<file path="config.mk">
export PLATFORM = sky130hd
export DESIGN_NAME = pllcc_top
export DESIGN_NICKNAME = d
export VERILOG_FILES = /design/src/design/pllcc_pkg.sv /design/src/design/pllcc_top.sv /design/src/design/pllcc_divider.sv
export SDC_FILE = /design/constraint.sdc
export NUM_CORES = 1
export LEC_CHECK = 0
export BUFFER_PORTS_ARGS = -buffer_cell sky130_fd_sc_hd__buf_2
export CAP_MARGIN = 20
export CORE_MARGIN = 5
export CORE_UTILIZATION = 33
export DETAILED_ROUTE_END_ITERATION = 8
export RECOVER_POWER = 25
export SLEW_MARGIN = 20
export SYNTH_ARGS = -nofsm -noshare
export SYNTH_HDL_FRONTEND = slang
export SYNTH_HIERARCHICAL = 1
export SYNTH_SLANG_ARGS = --single-unit
</file>
<file path="constraint.sdc">
create_clock -name sys_clk -period 5.01 [get_ports sys_clk]
set_input_delay 0.2505 -clock sys_clk [delete_from_list [all_inputs] [get_ports sys_clk]]
set_output_delay 0.2505 -clock sys_clk [all_outputs]
set_load 0.02 [all_outputs]
</file>
<file path="src/design/pllcc_pkg.sv">
package pllcc_pkg;
    localparam int CLK_NS = 100;
    localparam int TIGHT_NS = 20;
    localparam int LOOSE_NS = 400;
    // longest error times round down, never below one cycle
    localparam int TIGHT_CYC = (TIGHT_NS / CLK_NS) < 1 ? 1 : TIGHT_NS / CLK_NS;
    localparam int LOOSE_CYC = (LOOSE_NS / CLK_NS) < 1 ? 1 : LOOSE_NS / CLK_NS;
    localparam int LOCK_RUN_SHORT = 8;
    localparam int LOCK_RUN_LONG = 16;
    localparam int DIV_W = 11;
    localparam logic [10:0] DIV_MIN = 11'h002;
    localparam logic [10:0] DIV_RESET = 11'h002;
    localparam logic [7:0] DIV_LOW_RESET = 8'h02;
    localparam int PUMP_LSB = 6;
    localparam int CRIT_LSB = 2;
    localparam int SRC_LSB = 0;
    localparam logic [1:0] SRC_CRYSTAL_REFERENCE = 2'h0;
    localparam logic [1:0] SRC_LOOP = 2'h1;
    localparam logic [1:0] SRC_RTC = 2'h2;
    localparam logic [1:0] SRC_KEEP = 2'h3;
    localparam logic [1:0] PUMP_RESET = 2'h0;
    localparam logic [1:0] CRIT_RESET = 2'h0;
endpackage

</file>
<file path="src/design/pllcc_top.sv">
`timescale 1ns/100ps
// Operation
// - locked system clock equals N times reference
// - phase detector sees reference and divider only
// - two pump outputs, idle at zero error
// - two-bit field selects pump current
// - programmable downcounter divides oscillator by N
// - software picks system clock source
// - loop source refused unless locked, glitch-free
// - lock after consecutive small-error reference cycles
// - lock criterion from control zero field
// - lock output high, usable as interrupt
// - reset: loop disabled, crystal drives clock
// - timer source also blocked until lock
// - factor loads on high write, minimum two
// - criteria codes: 8/16 cycles, 20/400 ns
// - source codes 0,1,2; code 3 keeps
// - lock gained/lost flags held until read
module pllcc_top #(
    parameter int DIV_WIDTH = pllcc_pkg::DIV_W
) (
    input wire logic sys_clk,
    input wire logic reset_n,
    input wire logic crystal_reference,
    input wire logic voltage_oscillator,
    input wire logic [7:0] wdata,
    input wire logic div_low_wr,
    input wire logic div_high_wr,
    input wire logic loop_control_zero_wr,
    input wire logic loop_control_one_wr,
    input wire logic loop_control_one_rd,
    input wire logic timer_loop_req,
    output logic phase_detector_up,
    output logic phase_detector_down,
    output logic [1:0] pump_current,
    output logic loop_enable,
    output logic divider_out,
    output logic lock_status,
    output logic lock_gained_flag,
    output logic lock_lost_flag,
    output logic [1:0] clock_source_select,
    output logic clk_en_crystal,
    output logic clk_en_loop,
    output logic clk_en_rtc,
    output logic timer_src_loop
);
    logic [7:0] div_low_r;
    logic [1:0] pump_r;
    logic [1:0] lock_criteria_select_r;
    logic [1:0] src_r;
    logic [1:0] src_nxt;
    logic enable_r;
    logic up_r;
    logic dn_r;
    logic ref_d_r;
    logic div_d_r;
    logic [7:0] err_r;
    logic [4:0] run_r;
    logic [4:0] run_nxt;
    logic locked_r;
    logic lock_d_r;
    logic gained_r;
    logic lost_r;
    logic [2:0] en_r;
    logic [2:0] en_nxt;
    logic timer_r;

    wire div_sig;
    wire [DIV_WIDTH-1:0] factor = DIV_WIDTH'({wdata, div_low_r});
    // factor and analog settings frozen while the loop runs
    wire div_load = div_high_wr & ~enable_r;
    wire ctl0_cfg_wr = loop_control_zero_wr & ~enable_r;
    wire [1:0] src_req = wdata[pllcc_pkg::SRC_LSB +: 2];

    pllcc_divider #(.WIDTH(DIV_WIDTH)) u_div (
        .sys_clk(sys_clk),
        .reset_n(reset_n),
        .osc_in(voltage_oscillator),
        .load(div_load),
        .factor(factor),
        .div_out(div_sig)
    );

    // falling edges of the two detector inputs
    wire ref_fall = ref_d_r & ~crystal_reference;
    wire div_fall = div_d_r & ~div_sig;
    wire up_set = up_r | ref_fall;
    wire dn_set = dn_r | div_fall;
    // both pending means the edges met: reset both, so zero error
    // keeps the pump quiet
    wire pfd_clr = (up_set & dn_set) | ~enable_r;
    wire [7:0] err_inc = (up_r | dn_r) && err_r != 8'hFF ?
                         err_r + 8'h01 : err_r;

    function automatic int crit_cycles(input logic [1:0] sel);
        crit_cycles = sel[1] ? pllcc_pkg::LOOSE_CYC : pllcc_pkg::TIGHT_CYC;
    endfunction
    function automatic int crit_run(input logic [1:0] sel);
        crit_run = sel[0] ? pllcc_pkg::LOCK_RUN_LONG :
                            pllcc_pkg::LOCK_RUN_SHORT;
    endfunction

    wire err_ok = 32'(err_inc) < crit_cycles(lock_criteria_select_r);
    wire run_done = 32'(run_r) >= crit_run(lock_criteria_select_r);
    // a small error on each reference cycle extends the run
    assign run_nxt = !enable_r ? 5'h00 :
                     !ref_fall ? run_r :
                     !err_ok ? 5'h00 :
                     run_done ? run_r : run_r + 5'h01;
    wire locked_nxt = enable_r && (ref_fall ? (err_ok && 32'(run_nxt) >=
                      crit_run(lock_criteria_select_r)) : locked_r);

    // loop code refused while out of lock; code 3 keeps the last one
    assign src_nxt = (loop_control_zero_wr && src_req != pllcc_pkg::SRC_KEEP
                      && (src_req != pllcc_pkg::SRC_LOOP || locked_r)) ?
                     src_req :
                     (src_r == pllcc_pkg::SRC_LOOP && !locked_r) ?
                     pllcc_pkg::SRC_CRYSTAL_REFERENCE : src_r;
    wire [2:0] want = (3'h1 << src_r);
    // break before make: one dead cycle with no source enabled
    assign en_nxt = (en_r == want) ? en_r :
                    (en_r != 3'h0) ? 3'h0 : want;

    always_ff @(posedge sys_clk) begin
        if (!reset_n) begin
            div_low_r <= pllcc_pkg::DIV_LOW_RESET;
            pump_r <= pllcc_pkg::PUMP_RESET;
            lock_criteria_select_r <= pllcc_pkg::CRIT_RESET;
            enable_r <= 1'b0;
            src_r <= pllcc_pkg::SRC_CRYSTAL_REFERENCE;
            en_r <= 3'h1;
        end else begin
            if (div_low_wr && !enable_r) div_low_r <= wdata;
            if (ctl0_cfg_wr) begin
                pump_r <= wdata[pllcc_pkg::PUMP_LSB +: 2];
                lock_criteria_select_r <= wdata[pllcc_pkg::CRIT_LSB +: 2];
            end
            if (loop_control_one_wr) enable_r <= wdata[0];
            src_r <= src_nxt;
            en_r <= en_nxt;
        end
    end

    always_ff @(posedge sys_clk) begin
        if (!reset_n) begin
            ref_d_r <= 1'b0;
            div_d_r <= 1'b0;
            up_r <= 1'b0;
            dn_r <= 1'b0;
            err_r <= 8'h00;
            run_r <= 5'h00;
            locked_r <= 1'b0;
        end else begin
            ref_d_r <= crystal_reference;
            div_d_r <= div_sig;
            up_r <= up_set & ~pfd_clr;
            dn_r <= dn_set & ~pfd_clr;
            err_r <= ref_fall ? 8'h00 : err_inc;
            run_r <= run_nxt;
            locked_r <= locked_nxt;
        end
    end

    // event flags: a new edge wins over the read that clears
    always_ff @(posedge sys_clk) begin
        if (!reset_n) begin
            lock_d_r <= 1'b0;
            gained_r <= 1'b0;
            lost_r <= 1'b0;
            timer_r <= 1'b0;
        end else begin
            lock_d_r <= locked_r;
            gained_r <= (locked_r & ~lock_d_r) |
                        (gained_r & ~loop_control_one_rd);
            lost_r <= (~locked_r & lock_d_r) |
                      (lost_r & ~loop_control_one_rd);
            timer_r <= timer_loop_req & locked_nxt;
        end
    end

    assign phase_detector_up = up_r;
    assign phase_detector_down = dn_r;
    assign pump_current = pump_r;
    assign loop_enable = enable_r;
    assign divider_out = div_sig;
    assign lock_status = locked_r;
    assign lock_gained_flag = gained_r;
    assign lock_lost_flag = lost_r;
    assign clock_source_select = src_r;
    assign clk_en_crystal = en_r[0];
    assign clk_en_loop = en_r[1];
    assign clk_en_rtc = en_r[2];
    assign timer_src_loop = timer_r;

    a_pump_exclusive: assert property (@(posedge sys_clk)
        disable iff (!reset_n) !(up_r && dn_r))
        else $error("both pump outputs active");
    a_mux_onehot: assert property (@(posedge sys_clk)
        disable iff (!reset_n) $onehot0(en_r))
        else $error("two clock sources enabled");
    a_loop_needs_lock: assert property (@(posedge sys_clk)
        disable iff (!reset_n) $rose(en_r[1]) |-> $past(locked_r, 2))
        else $error("loop source enabled without lock");
    a_dead_cycle: assert property (@(posedge sys_clk)
        disable iff (!reset_n)
        en_r != 3'h0 && $changed(en_r) |-> $past(en_r) == 3'h0)
        else $error("source switch without dead cycle");
    a_reset_state: assert property (@(posedge sys_clk)
        !reset_n |=> en_r == 3'h1 && !enable_r && src_r == 2'h0)
        else $error("reset state wrong");
    a_keep_code: assert property (@(posedge sys_clk)
        disable iff (!reset_n)
        loop_control_zero_wr && src_req == 2'h3 && locked_r
        |=> src_r == $past(src_r))
        else $error("reserved source code changed selection");
    a_lock_run: assert property (@(posedge sys_clk)
        disable iff (!reset_n) $rose(locked_r) |-> $past(ref_fall)
        && 32'($past(run_nxt)) >= crit_run($past(lock_criteria_select_r)))
        else $error("lock declared before run complete");
    a_lock_off: assert property (@(posedge sys_clk)
        disable iff (!reset_n) !enable_r |=> !locked_r)
        else $error("lock while loop disabled");
    a_gain_flag: assert property (@(posedge sys_clk)
        disable iff (!reset_n) $rose(locked_r) |=> gained_r)
        else $error("lock gained flag missed");
    a_lost_flag: assert property (@(posedge sys_clk)
        disable iff (!reset_n) $fell(locked_r) |=> lost_r [*2])
        else $error("lock lost flag missed");
    a_timer_lock: assert property (@(posedge sys_clk)
        disable iff (!reset_n) timer_r |-> locked_r)
        else $error("timer on loop without lock");
    a_pump_field: assert property (@(posedge sys_clk)
        disable iff (!reset_n)
        ctl0_cfg_wr |=> pump_current == $past(wdata[7:6]))
        else $error("pump current field not applied");

    c_lock: cover property (@(posedge sys_clk) disable iff (!reset_n)
        $rose(locked_r));
    c_to_loop: cover property (@(posedge sys_clk) disable iff (!reset_n)
        $rose(en_r[1]));
    c_unlock: cover property (@(posedge sys_clk) disable iff (!reset_n)
        $fell(locked_r) && src_r == 2'h1);
    c_timer: cover property (@(posedge sys_clk) disable iff (!reset_n)
        $rose(timer_r));
endmodule

</file>
<file path="src/design/pllcc_divider.sv">
`timescale 1ns/100ps
module pllcc_divider #(
    parameter int WIDTH = pllcc_pkg::DIV_W
) (
    input wire logic sys_clk,
    input wire logic reset_n,
    input wire logic osc_in,
    input wire logic load,
    input wire logic [WIDTH-1:0] factor,
    output logic div_out
);
    logic osc_d_r;
    logic [WIDTH-1:0] n_r;
    logic [WIDTH-1:0] n_nxt;
    logic [WIDTH-1:0] cnt_r;
    logic [WIDTH-1:0] cnt_nxt;
    logic out_r;
    wire osc_rise = osc_in & ~osc_d_r;
    wire wrap = (cnt_r == '0);

    // factors below the minimum are replaced, not rejected
    assign n_nxt = load ? ((factor < WIDTH'(pllcc_pkg::DIV_MIN)) ?
                           WIDTH'(pllcc_pkg::DIV_MIN) : factor) : n_r;
    // downcounter: one wrap every n oscillator rising edges
    assign cnt_nxt = load ? '0 :
                     !osc_rise ? cnt_r :
                     wrap ? n_r - WIDTH'(1) : cnt_r - WIDTH'(1);

    always_ff @(posedge sys_clk) begin
        if (!reset_n) begin
            // track the pin in reset so release shows no false rise
            osc_d_r <= osc_in;
            n_r <= WIDTH'(pllcc_pkg::DIV_RESET);
            cnt_r <= '0;
            out_r <= 1'b0;
        end else begin
            osc_d_r <= osc_in;
            n_r <= n_nxt;
            cnt_r <= cnt_nxt;
            out_r <= (cnt_nxt >= (n_r >> 1)) && !load;
        end
    end
    assign div_out = out_r;

    a_div_floor: assert property (@(posedge sys_clk)
        disable iff (!reset_n)
        n_r >= WIDTH'(pllcc_pkg::DIV_MIN))
        else $error("divide factor below minimum");
    a_div_load: assert property (@(posedge sys_clk)
        disable iff (!reset_n)
        load && factor >= WIDTH'(pllcc_pkg::DIV_MIN) |=> n_r == $past(factor))
        else $error("divide factor not taken on load");
endmodule

</file>
**Word-level counts from Yosys, hierarchy flattened**

Cells that the tools add are included.

- Bits in registers: 64
- Bits of input ports: 18
- Output and inout port bits: 15
- Word-level logic and storage cells: 95

- $add $sub $neg: 4
- $lt $le $gt $ge: 5
- Equality and inequality tests: 5
- Shift-type cells: 1
- Multiplexer cells: 15
- Bitwise gates (word level): 28
- Reductions and logical operators: 16

Operator list:

| cell | count |
|---|---|
| 11-bit 2-to-1 mux | 4 |
| 5-bit by 32-bit greater-or-equal comparator with 1-bit output | 1 |
| 5-bit 2-to-1 mux | 5 |
| 11-bit by 1-bit subtractor with 11-bit output (second input constant) | 2 |
| 1-bit AND | 13 |
| 11-bit by 10-bit greater-or-equal comparator with 1-bit output | 1 |
| 11-bit logical NOT | 1 |
| 11-bit by 2-bit less-than comparator with 1-bit output (second input constant) | 1 |
| 1-bit NOT | 9 |
| 8-bit by 1-bit adder with 8-bit output (second input constant) | 1 |
| 1-bit logical AND | 8 |
| 8-bit by 3-bit less-than comparator with 1-bit output | 1 |
| 8-bit 2-to-1 mux | 1 |
| 8-bit inequality test (second input constant) | 1 |
| 3-bit 2-to-1 mux | 2 |
| 1-bit bitwise OR | 6 |
| 5-bit by 1-bit adder with 5-bit output (second input constant) | 1 |
| 5-bit greater-or-equal comparator | 1 |
| 2-bit 2-to-1 mux | 2 |
| 3-bit == test | 1 |
| 1-bit logical NOT | 3 |
| 3-bit nonzero test | 1 |
| 1-bit by 2-bit left shift with 3-bit output (first input constant) | 1 |
| 2-bit by 1-bit == test with 1-bit output (second input constant) | 1 |
| 6 further kinds | 6 |

**Logic depth before layout (Yosys ltp)**

Gate-level depths: netlist of run 1.

- Depth after elaboration: 12
- Depth in mapped cells: 17
- Mapped depth without buffers: 17

**Hierarchy**

Netlist of run 1, hierarchy kept.

Modules (own cells, without submodules):

| module | instances | cells each | area each (µm²) | sequential area each (µm²) |
|---|---|---|---|---|
| pllcc_top | 1 | 218 | 1975.6 | 800.8 |
| pllcc_divider | 1 | 197 | 1675.4 | 480.5 |

**Worst setup path after synthesis of run 1**

No wires, ideal clock.

- Kind: flip-flop to flip-flop
- Start point: register u_div.cnt_r[2]
- End point: register u_div.out_r (netlist: u_div/div_out)
- Library setup time: 131 ps
- Data arrival time: 3378 ps
- Path slack: 1501 ps
- Stages on the path, launching flop included: 16
- Cells stage by stage: dfxtp_1 or4_1 nor3_4 a21oi_1 ha_1 nor3b_1 o41a_1 and3_1 a221oi_2 nor2_1 ha_1 a211o_1 a31oi_1 o21ai_0 a221oi_1 o211ai_1

- Longest elaborated chain between the ends: 6

RTL lines:

| element | line | text |
|---|---|---|
| from (decl) | pllcc_divider.sv:15 | `logic [WIDTH-1:0] cnt_r;` |
| from (signal assigned) | pllcc_divider.sv:39 | `cnt_r <= cnt_nxt;` |
| 11-bit by 1-bit subtractor with 11-bit output / 11-bit logical NOT (equally long branches) | pllcc_divider.sv:27, pllcc_divider.sv:19 |  |
| 11-bit 2-to-1 mux * | pllcc_divider.sv:27 | `wrap ? n_r - WIDTH'(1) : cnt_r - WIDTH'(1);` |
| 11-bit 2-to-1 mux * | pllcc_divider.sv:26 | `!osc_rise ? cnt_r :` |
| 11-bit 2-to-1 mux * | pllcc_divider.sv:25 | `assign cnt_nxt = load ? '0 :` |
| via u_div.cnt_nxt[6] | pllcc_divider.sv:16 | `logic [WIDTH-1:0] cnt_nxt;` |
| 11-bit by 10-bit greater-or-equal comparator with 1-bit output * | pllcc_divider.sv:40 | `out_r <= (cnt_nxt >= (n_r >> 1)) && !load;` |
| 1-bit logical AND * | pllcc_divider.sv:40 |  |
| to (signal assigned) | pllcc_divider.sv:40 |  |
| to (decl) | pllcc_divider.sv:17 | `logic out_r;` |

The timed path passes the listed nets; every way through them passes the cells marked *.
A chain may end at the register's enable or synchronous reset.

**Final worst setup path of run 1**

- Start point: register u_div.cnt_r[8]
- End point: register u_div.out_r (netlist: u_div/div_out)

- Longest elaborated chain between the ends: 6

RTL lines:

| element | line | text |
|---|---|---|
| 11-bit logical NOT | pllcc_divider.sv:19 | `wire wrap = (cnt_r == '0);` |
| 11-bit 2-to-1 mux | pllcc_divider.sv:27 |  |
| 11-bit 2-to-1 mux | pllcc_divider.sv:26 |  |
| 11-bit 2-to-1 mux | pllcc_divider.sv:25 |  |
| via u_div.cnt_nxt[6] | pllcc_divider.sv:16 |  |
| 11-bit by 10-bit greater-or-equal comparator with 1-bit output | pllcc_divider.sv:40 |  |
| 1-bit logical AND | pllcc_divider.sv:40 |  |

The timed path passes the listed nets, and every way through them passes these cells.

==> results of run 1 <==
-- Yosys cell counts (5+ instances only) --
master and number:
and2_1 6, clkbuf_1 10, nand2b_1 8, xnor2_1 6, nor2b_1 23, or3_1 6, nand3_1 14, a211oi_1 6
nor2_1 39, a21oi_1 12, a21boi_0 9, ha_1 19, nand2_1 33, a31oi_1 7, nand4_1 5, nor3_1 9
o21ai_0 12, dfxtp_1 64, or4_1 6, mux2i_1 21, inv_1 21
-- flip-flops by register name (all words and copies together) (netlist names), 2 cells and up --
name / cells
div_low_r: 8
run_r: 5
u_div/cnt_r: 11
lock_criteria_select_r: 2
clock_source_select: 2
pump_current: 2
en_r: 3
err_r: 8
u_div/n_r: 11
-- worst register-to-register path: stages (launching register included) --
cell	delay [ns]
dfxtp_1	0.36
or4_1	0.67
nor3_4	0.39
a21oi_1	0.16
ha_1	0.23
nor3b_1	0.17
o41a_1	0.17
and3_1	0.18
a221oi_2	0.32
nor2_1	0.08
ha_1	0.24
a211o_1	0.26
a31oi_1	0.12
o21ai_0	0.11
a221oi_1	0.26
o211ai_1	0.13
-- logic make-up after synthesis --
group	share of synthesized area
adder cells (fa/ha/maj)	0.0651
XOR/XNOR	0.0168
multiplexers	0.0706
buffers and inverters	0.0384
flip-flops	0.351
AND/OR/NAND/NOR	0.281
AO/OA/AOI/OAI	0.178
-- cell type report --
type / count / area share
Timing Repair Buffer: 36 / 0.0432
Clock buffer: 12 / 0.0372
Tap cell: 140 / 0.0420
Sequential cell: 64 / 0.307
Multi-Input combinational cell: 315 / 0.536
Clock inverter: 3 / 0.0156
Inverter: 21 / 0.0189
-- power by group --
part           switching [mW]  internal [mW]
clock                   0.193          0.304
sequential             0.0222          0.529
combinational           0.151          0.111
-- layer usage --
layer,global-route usage,vias up,wire length [um]
li1,-,1576,-
met1,0.177,1515,4040
met2,0.210,99,3690
met3,0.0237,13,543
met4,0.0587,0,155
met5,0,-,0
-- per-stage QoR --
step                std cells  hold WS, ns
floorplan                 415        0.278
global placement          576        0.379
detailed placement        576        0.380
CTS                       591       0.0271
global route              591       0.0589
finish                    591       0.0567
-- worst paths after layout --
check / startpoint / endpoint / slack, ns / cells past startpoint
max: u_div/cnt_r[8] / u_div/div_out / 1.04 / 15
min: voltage_oscillator / u_div/osc_d_r / 0.06 / 1
max reg2reg: u_div/cnt_r[8] / u_div/div_out / 1.04 / 15
min reg2reg: en_r[2] / en_r[1] / 0.45 / 1
==> reports/qor.txt, run 1 <==
RSZ-0062 raised after global routing -> false
gr usage total -> 0.133
Syn Nets -> 452
routed vias/inst -> 5.42
cell family with most CP delay -> compound AO/OA/AOI/OAI gates
largest net degree at the start of global routing -> 38
first-pass GRT wire length -> 14.3 mm
Syn-to-layout area delta -> 14.2%
final RePlAce weighted congestion -> 0.958
die extent in x -> 115 um
DP Area -> 3960 um^2
antenna-violating nets left -> 0
total core area -> 10800 um^2
drt pass-1 iters -> 6
max-slew violation count -> 0
CP Data Required Time -> 5.23 ns
# rows -> 38
asr flop ratio synth -> 0
io pins -> 33
status -> finished, final reports clean
hold buffers post-CTS -> 0
commonest non-fill, non-tap cell in the layout -> dfxtp_1
DIE HEIGHT -> 115 um
top_reg_cell synth -> dfxtp_1
dpl hpwl -> 6.25 mm
Final #Nets -> 484
number of port buffers -> 32
ordered cell list for the critical path -> or4_1, nor3_4, a21oi_1, ha_1, nor3b_1, o41a_1, and3_1, a221oi_2, nor2_1, ha_1, a211o_1, a31oi_1, o21ai_0, a221oi_1, o211ai_1
register area -> 1280 um^2
post-CTS setup buffers -> 0
initial antenna violation count -> 0
Max clock buf depth -> 2
Setup violations, final -> 0
critical path class -> flip-flop to flip-flop
most frequent cells in the layout -> dfxtp_1 (64), nor2_1 (39), nand2_1 (33)
crit path max-delay cell type -> or4_1
post-CTS sizing -> 0
Synth area leaders -> dfxtp_1 (35%), ha_1 (6.5%), mux2i_1 (5.8%)
ratio of cells with drive above 1 in the final layout -> 0.160
Hold Path Class -> primary input to flip-flop
Power Total -> 1.31 mW
share of the synthesized area in the top cell type -> 0.351
Distinct cells, synth -> 71
final WL -> 8.43 mm
leak pwr -> 1.60 nW
DRC viols -> 0
Mapped Cells -> 415
clk root buf -> clkbuf_8
syn avg cell area -> 8.80 um^2
CP arrival -> 4.18 ns
slowest stage delay, CP -> 0.67 ns
DR vias -> 3203
CTS buffer count -> 9
worst vdd ir -> 196 uV
max frequency -> 252 MHz
WP buf/inv -> 0
Fillers -> 1105
GR Overflow Total -> 0
drt first-iter violations -> 156
CP most frequent cell -> ha_1
Diodes inserted -> 0
Final Hold Viols -> 0
Mapped Area -> 3650 um^2
number of global-route vias before repair -> 3034
Post-synth EDFFs -> 0
final instance area -> 4170 um^2
post-layout util -> 0.384
CTS tree -> yes
final worst path period need -> 3.97 ns
setup ws final -> 1.04 ns
sequential area share after synthesis -> 0.351
CP endpoint kind -> flip-flop
WL/cell -> 14.3 um
Max-slew headroom -> 0.120
clk_skew -> 0.00378 ns
Synth area leader -> dfxtp_1
full die area -> 13300 um^2
Sink Count -> 64
Clk Latency, worst-skew pair -> 0.34 ns
clock slew at reported path FFs -> 0.07 ns
TNS Setup -> 0 ns
P per Cell Area -> 314 nW/um^2
multi-input logic area -> 2230 um^2
CP max FO -> 9
H-tree levels -> 3
startpoint types -> flip-flop
# Max-Cap Violations -> 0
initial core utilization -> 0.337
Worst Max-Slew Pin Slew -> 1.32 ns
synthesized flop and latch total -> 64
post-place setup slack -> 1.08 ns
Final Cycle Share -> 0.792
Synthesis Warnings -> 6
No activity file was read; power rests on OpenSTA's default activity.
==> inputs of run 2 (changes only) <==
==> constraint.sdc (replaced) <==
create_clock -name sys_clk -period 3.6 [get_ports sys_clk]
set_input_delay 0.18 -clock sys_clk [delete_from_list [all_inputs] [get_ports sys_clk]]
set_output_delay 0.18 -clock sys_clk [all_outputs]
set_load 0.02 [all_outputs]
==> run 2 against run 1 <==
  * Die area stayed put
  * Hold slack better by 0.010 ns
  * Via count is 1.0% higher
  * First-iteration DRC count is 5.1% higher
  * Sequential power is 39% higher
  * Setup slack worse by 0.95 ns
  * Critical path depth is 1 higher
  * Critical endpoint unchanged
==> reports/qor.txt, run 2 (same netlist as run 1, synthesis figures left out) <==
status -> finished, final reports clean
antenna-violating nets left -> 0
full die area -> 13300 um^2
max-slew violation count -> 0
max frequency -> 286 MHz
# rows -> 38
CP max FO -> 3
Clk Latency, worst-skew pair -> 0.34 ns
Syn-to-layout area delta -> 17.0%
most frequent cells in the layout -> dfxtp_1 (64), nor2_1 (39), nand2_1 (33)
H-tree levels -> 3
io pins -> 33
Final Cycle Share -> 0.973
initial core utilization -> 0.337
Final Hold Viols -> 0
clk_skew -> 0.00818 ns
DR vias -> 3235
critical path class -> flip-flop to flip-flop
cell family with most CP delay -> simple AND/OR/NAND/NOR gates
drt first-iter violations -> 164
total core area -> 10800 um^2
Setup violations, final -> 0
CP Data Required Time -> 3.82 ns
Sink Count -> 64
Worst Max-Slew Pin Slew -> 1.31 ns
CP endpoint kind -> flip-flop
Hold Path Class -> primary input to flip-flop
GR Overflow Total -> 0
die extent in x -> 115 um
final WL -> 8.82 mm
leak pwr -> 1.66 nW
gr usage total -> 0.140
first-pass GRT wire length -> 15.0 mm
commonest non-fill, non-tap cell in the layout -> dfxtp_1
ratio of cells with drive above 1 in the final layout -> 0.203
CTS tree -> yes
FF-to-FF Start -> u_div/cnt_r[8]
hold_ws -> 0.0668 ns
crit path max-delay cell type -> or4_4
largest net degree at the start of global routing -> 38
DIE HEIGHT -> 115 um
WP buf/inv -> 1
clk root buf -> clkbuf_8
worst vdd ir -> 228 uV
Diodes inserted -> 0
number of global-route vias before repair -> 3191
clock slew at reported path FFs -> 0.07 ns
final RePlAce weighted congestion -> 0.924
# Max-Cap Violations -> 0
CTS buffer count -> 9
Fillers -> 1127
WL/cell -> 14.5 um
startpoint types -> flip-flop
post-layout util -> 0.394
DRC viols -> 0
Worst Hold Launch -> crystal_reference
slowest stage delay, CP -> 0.56 ns
ordered cell list for the critical path -> or4_4, nor3_4, a21oi_2, ha_2, nor3b_2, o41a_1, buf_4, xnor2_1, mux2i_1, nor2_1, ha_1, a211o_1, a31oi_1, o21ai_1, a221oi_2, o211ai_1
register area -> 1280 um^2
multi-input logic area -> 2270 um^2
routed vias/inst -> 5.32
dpl hpwl -> 6.53 mm
Max-slew headroom -> 0.127
Max clock buf depth -> 2
P per Cell Area -> 404 nW/um^2
CP arrival -> 3.72 ns
initial antenna violation count -> 0
drt pass-1 iters -> 5
largest registers -> u_div/cnt_r (11), u_div/n_r (11)
Critical Path Start -> u_div/cnt_r[8]
final worst path period need -> 3.50 ns
number of port buffers -> 32
Final #Nets -> 500
run 2: cell count changes in the layout (fill, tap and decap cells not counted), sizes merged:
cell,delta
clkinvlp,+1
clkinv,+1
buf,+15
dlygate4sd3,+1
bufinv,-2
clkbuf,+1
run 2: per-stage QoR:
| stage | cell area [um^2] | total power, mW | worst slack, ns | TNS [ns] | std cells |
|---|---|---|---|---|---|
| after floorplan | 3650 | 1.05 | 0.0910 | 0 | 415 |
| after global placement | 4050 | 1.16 | 0.153 | 0 | 588 |
| after detailed placement | 4050 | 1.17 | 0.0603 | 0 | 588 |
| after CTS | 4220 | 1.71 | 0.0383 | 0 | 605 |
| after global routing | 4270 | 1.83 | -0.0597 | -0.0597 | 608 |
| final | 4270 | 1.73 | 0.0982 | 0 | 608 |
run 2: worst paths after layout:
path                    to  slack [ns]  depth (start not counted)
max reg2reg  u_div/div_out         0.1                         16
min                ref_d_r        0.07                          2
min reg2reg        en_r[1]        0.45                          1
max          u_div/div_out         0.1                         16
run 2: where the power goes:
| part | internal (mW) | total, mW | switching, mW |
|---|---|---|---|
| registers | 0.736 | 0.764 | 0.0281 |
| clock network | 0.267 | 0.538 | 0.271 |
| logic | 0.195 | 0.425 | 0.230 |
| total | 1.20 | 1.73 | 0.529 |
run 2: layer usage:
metal	vias up	GRT usage	part of all wire	wire [um]
met5	-	0	0	0
met4	0	0.0524	0.017	150
met3	13	0.0363	0.051	450
met2	94	0.219	0.46	4080
met1	1523	0.185	0.47	4130
li1	1605	-	-	-
run 2: final cells by class:
| type | instances | area share |
|---|---|---|
| Tap cell | 140 | 0.0410 |
| Inverter | 21 | 0.0184 |
| Clock inverter | 3 | 0.00410 |
| Timing Repair Buffer | 52 | 0.0709 |
| Sequential cell | 64 | 0.300 |
| Multi-Input combinational cell | 315 | 0.531 |
| Clock buffer | 13 | 0.0348 |
run 2: repair_timing:
item	CTS	global route
gates resized for setup	0	10
setup buffers	0	3
hold endpoints to repair	1	0
endpoints found under the setup margin	0	2
hold buffers	1	0
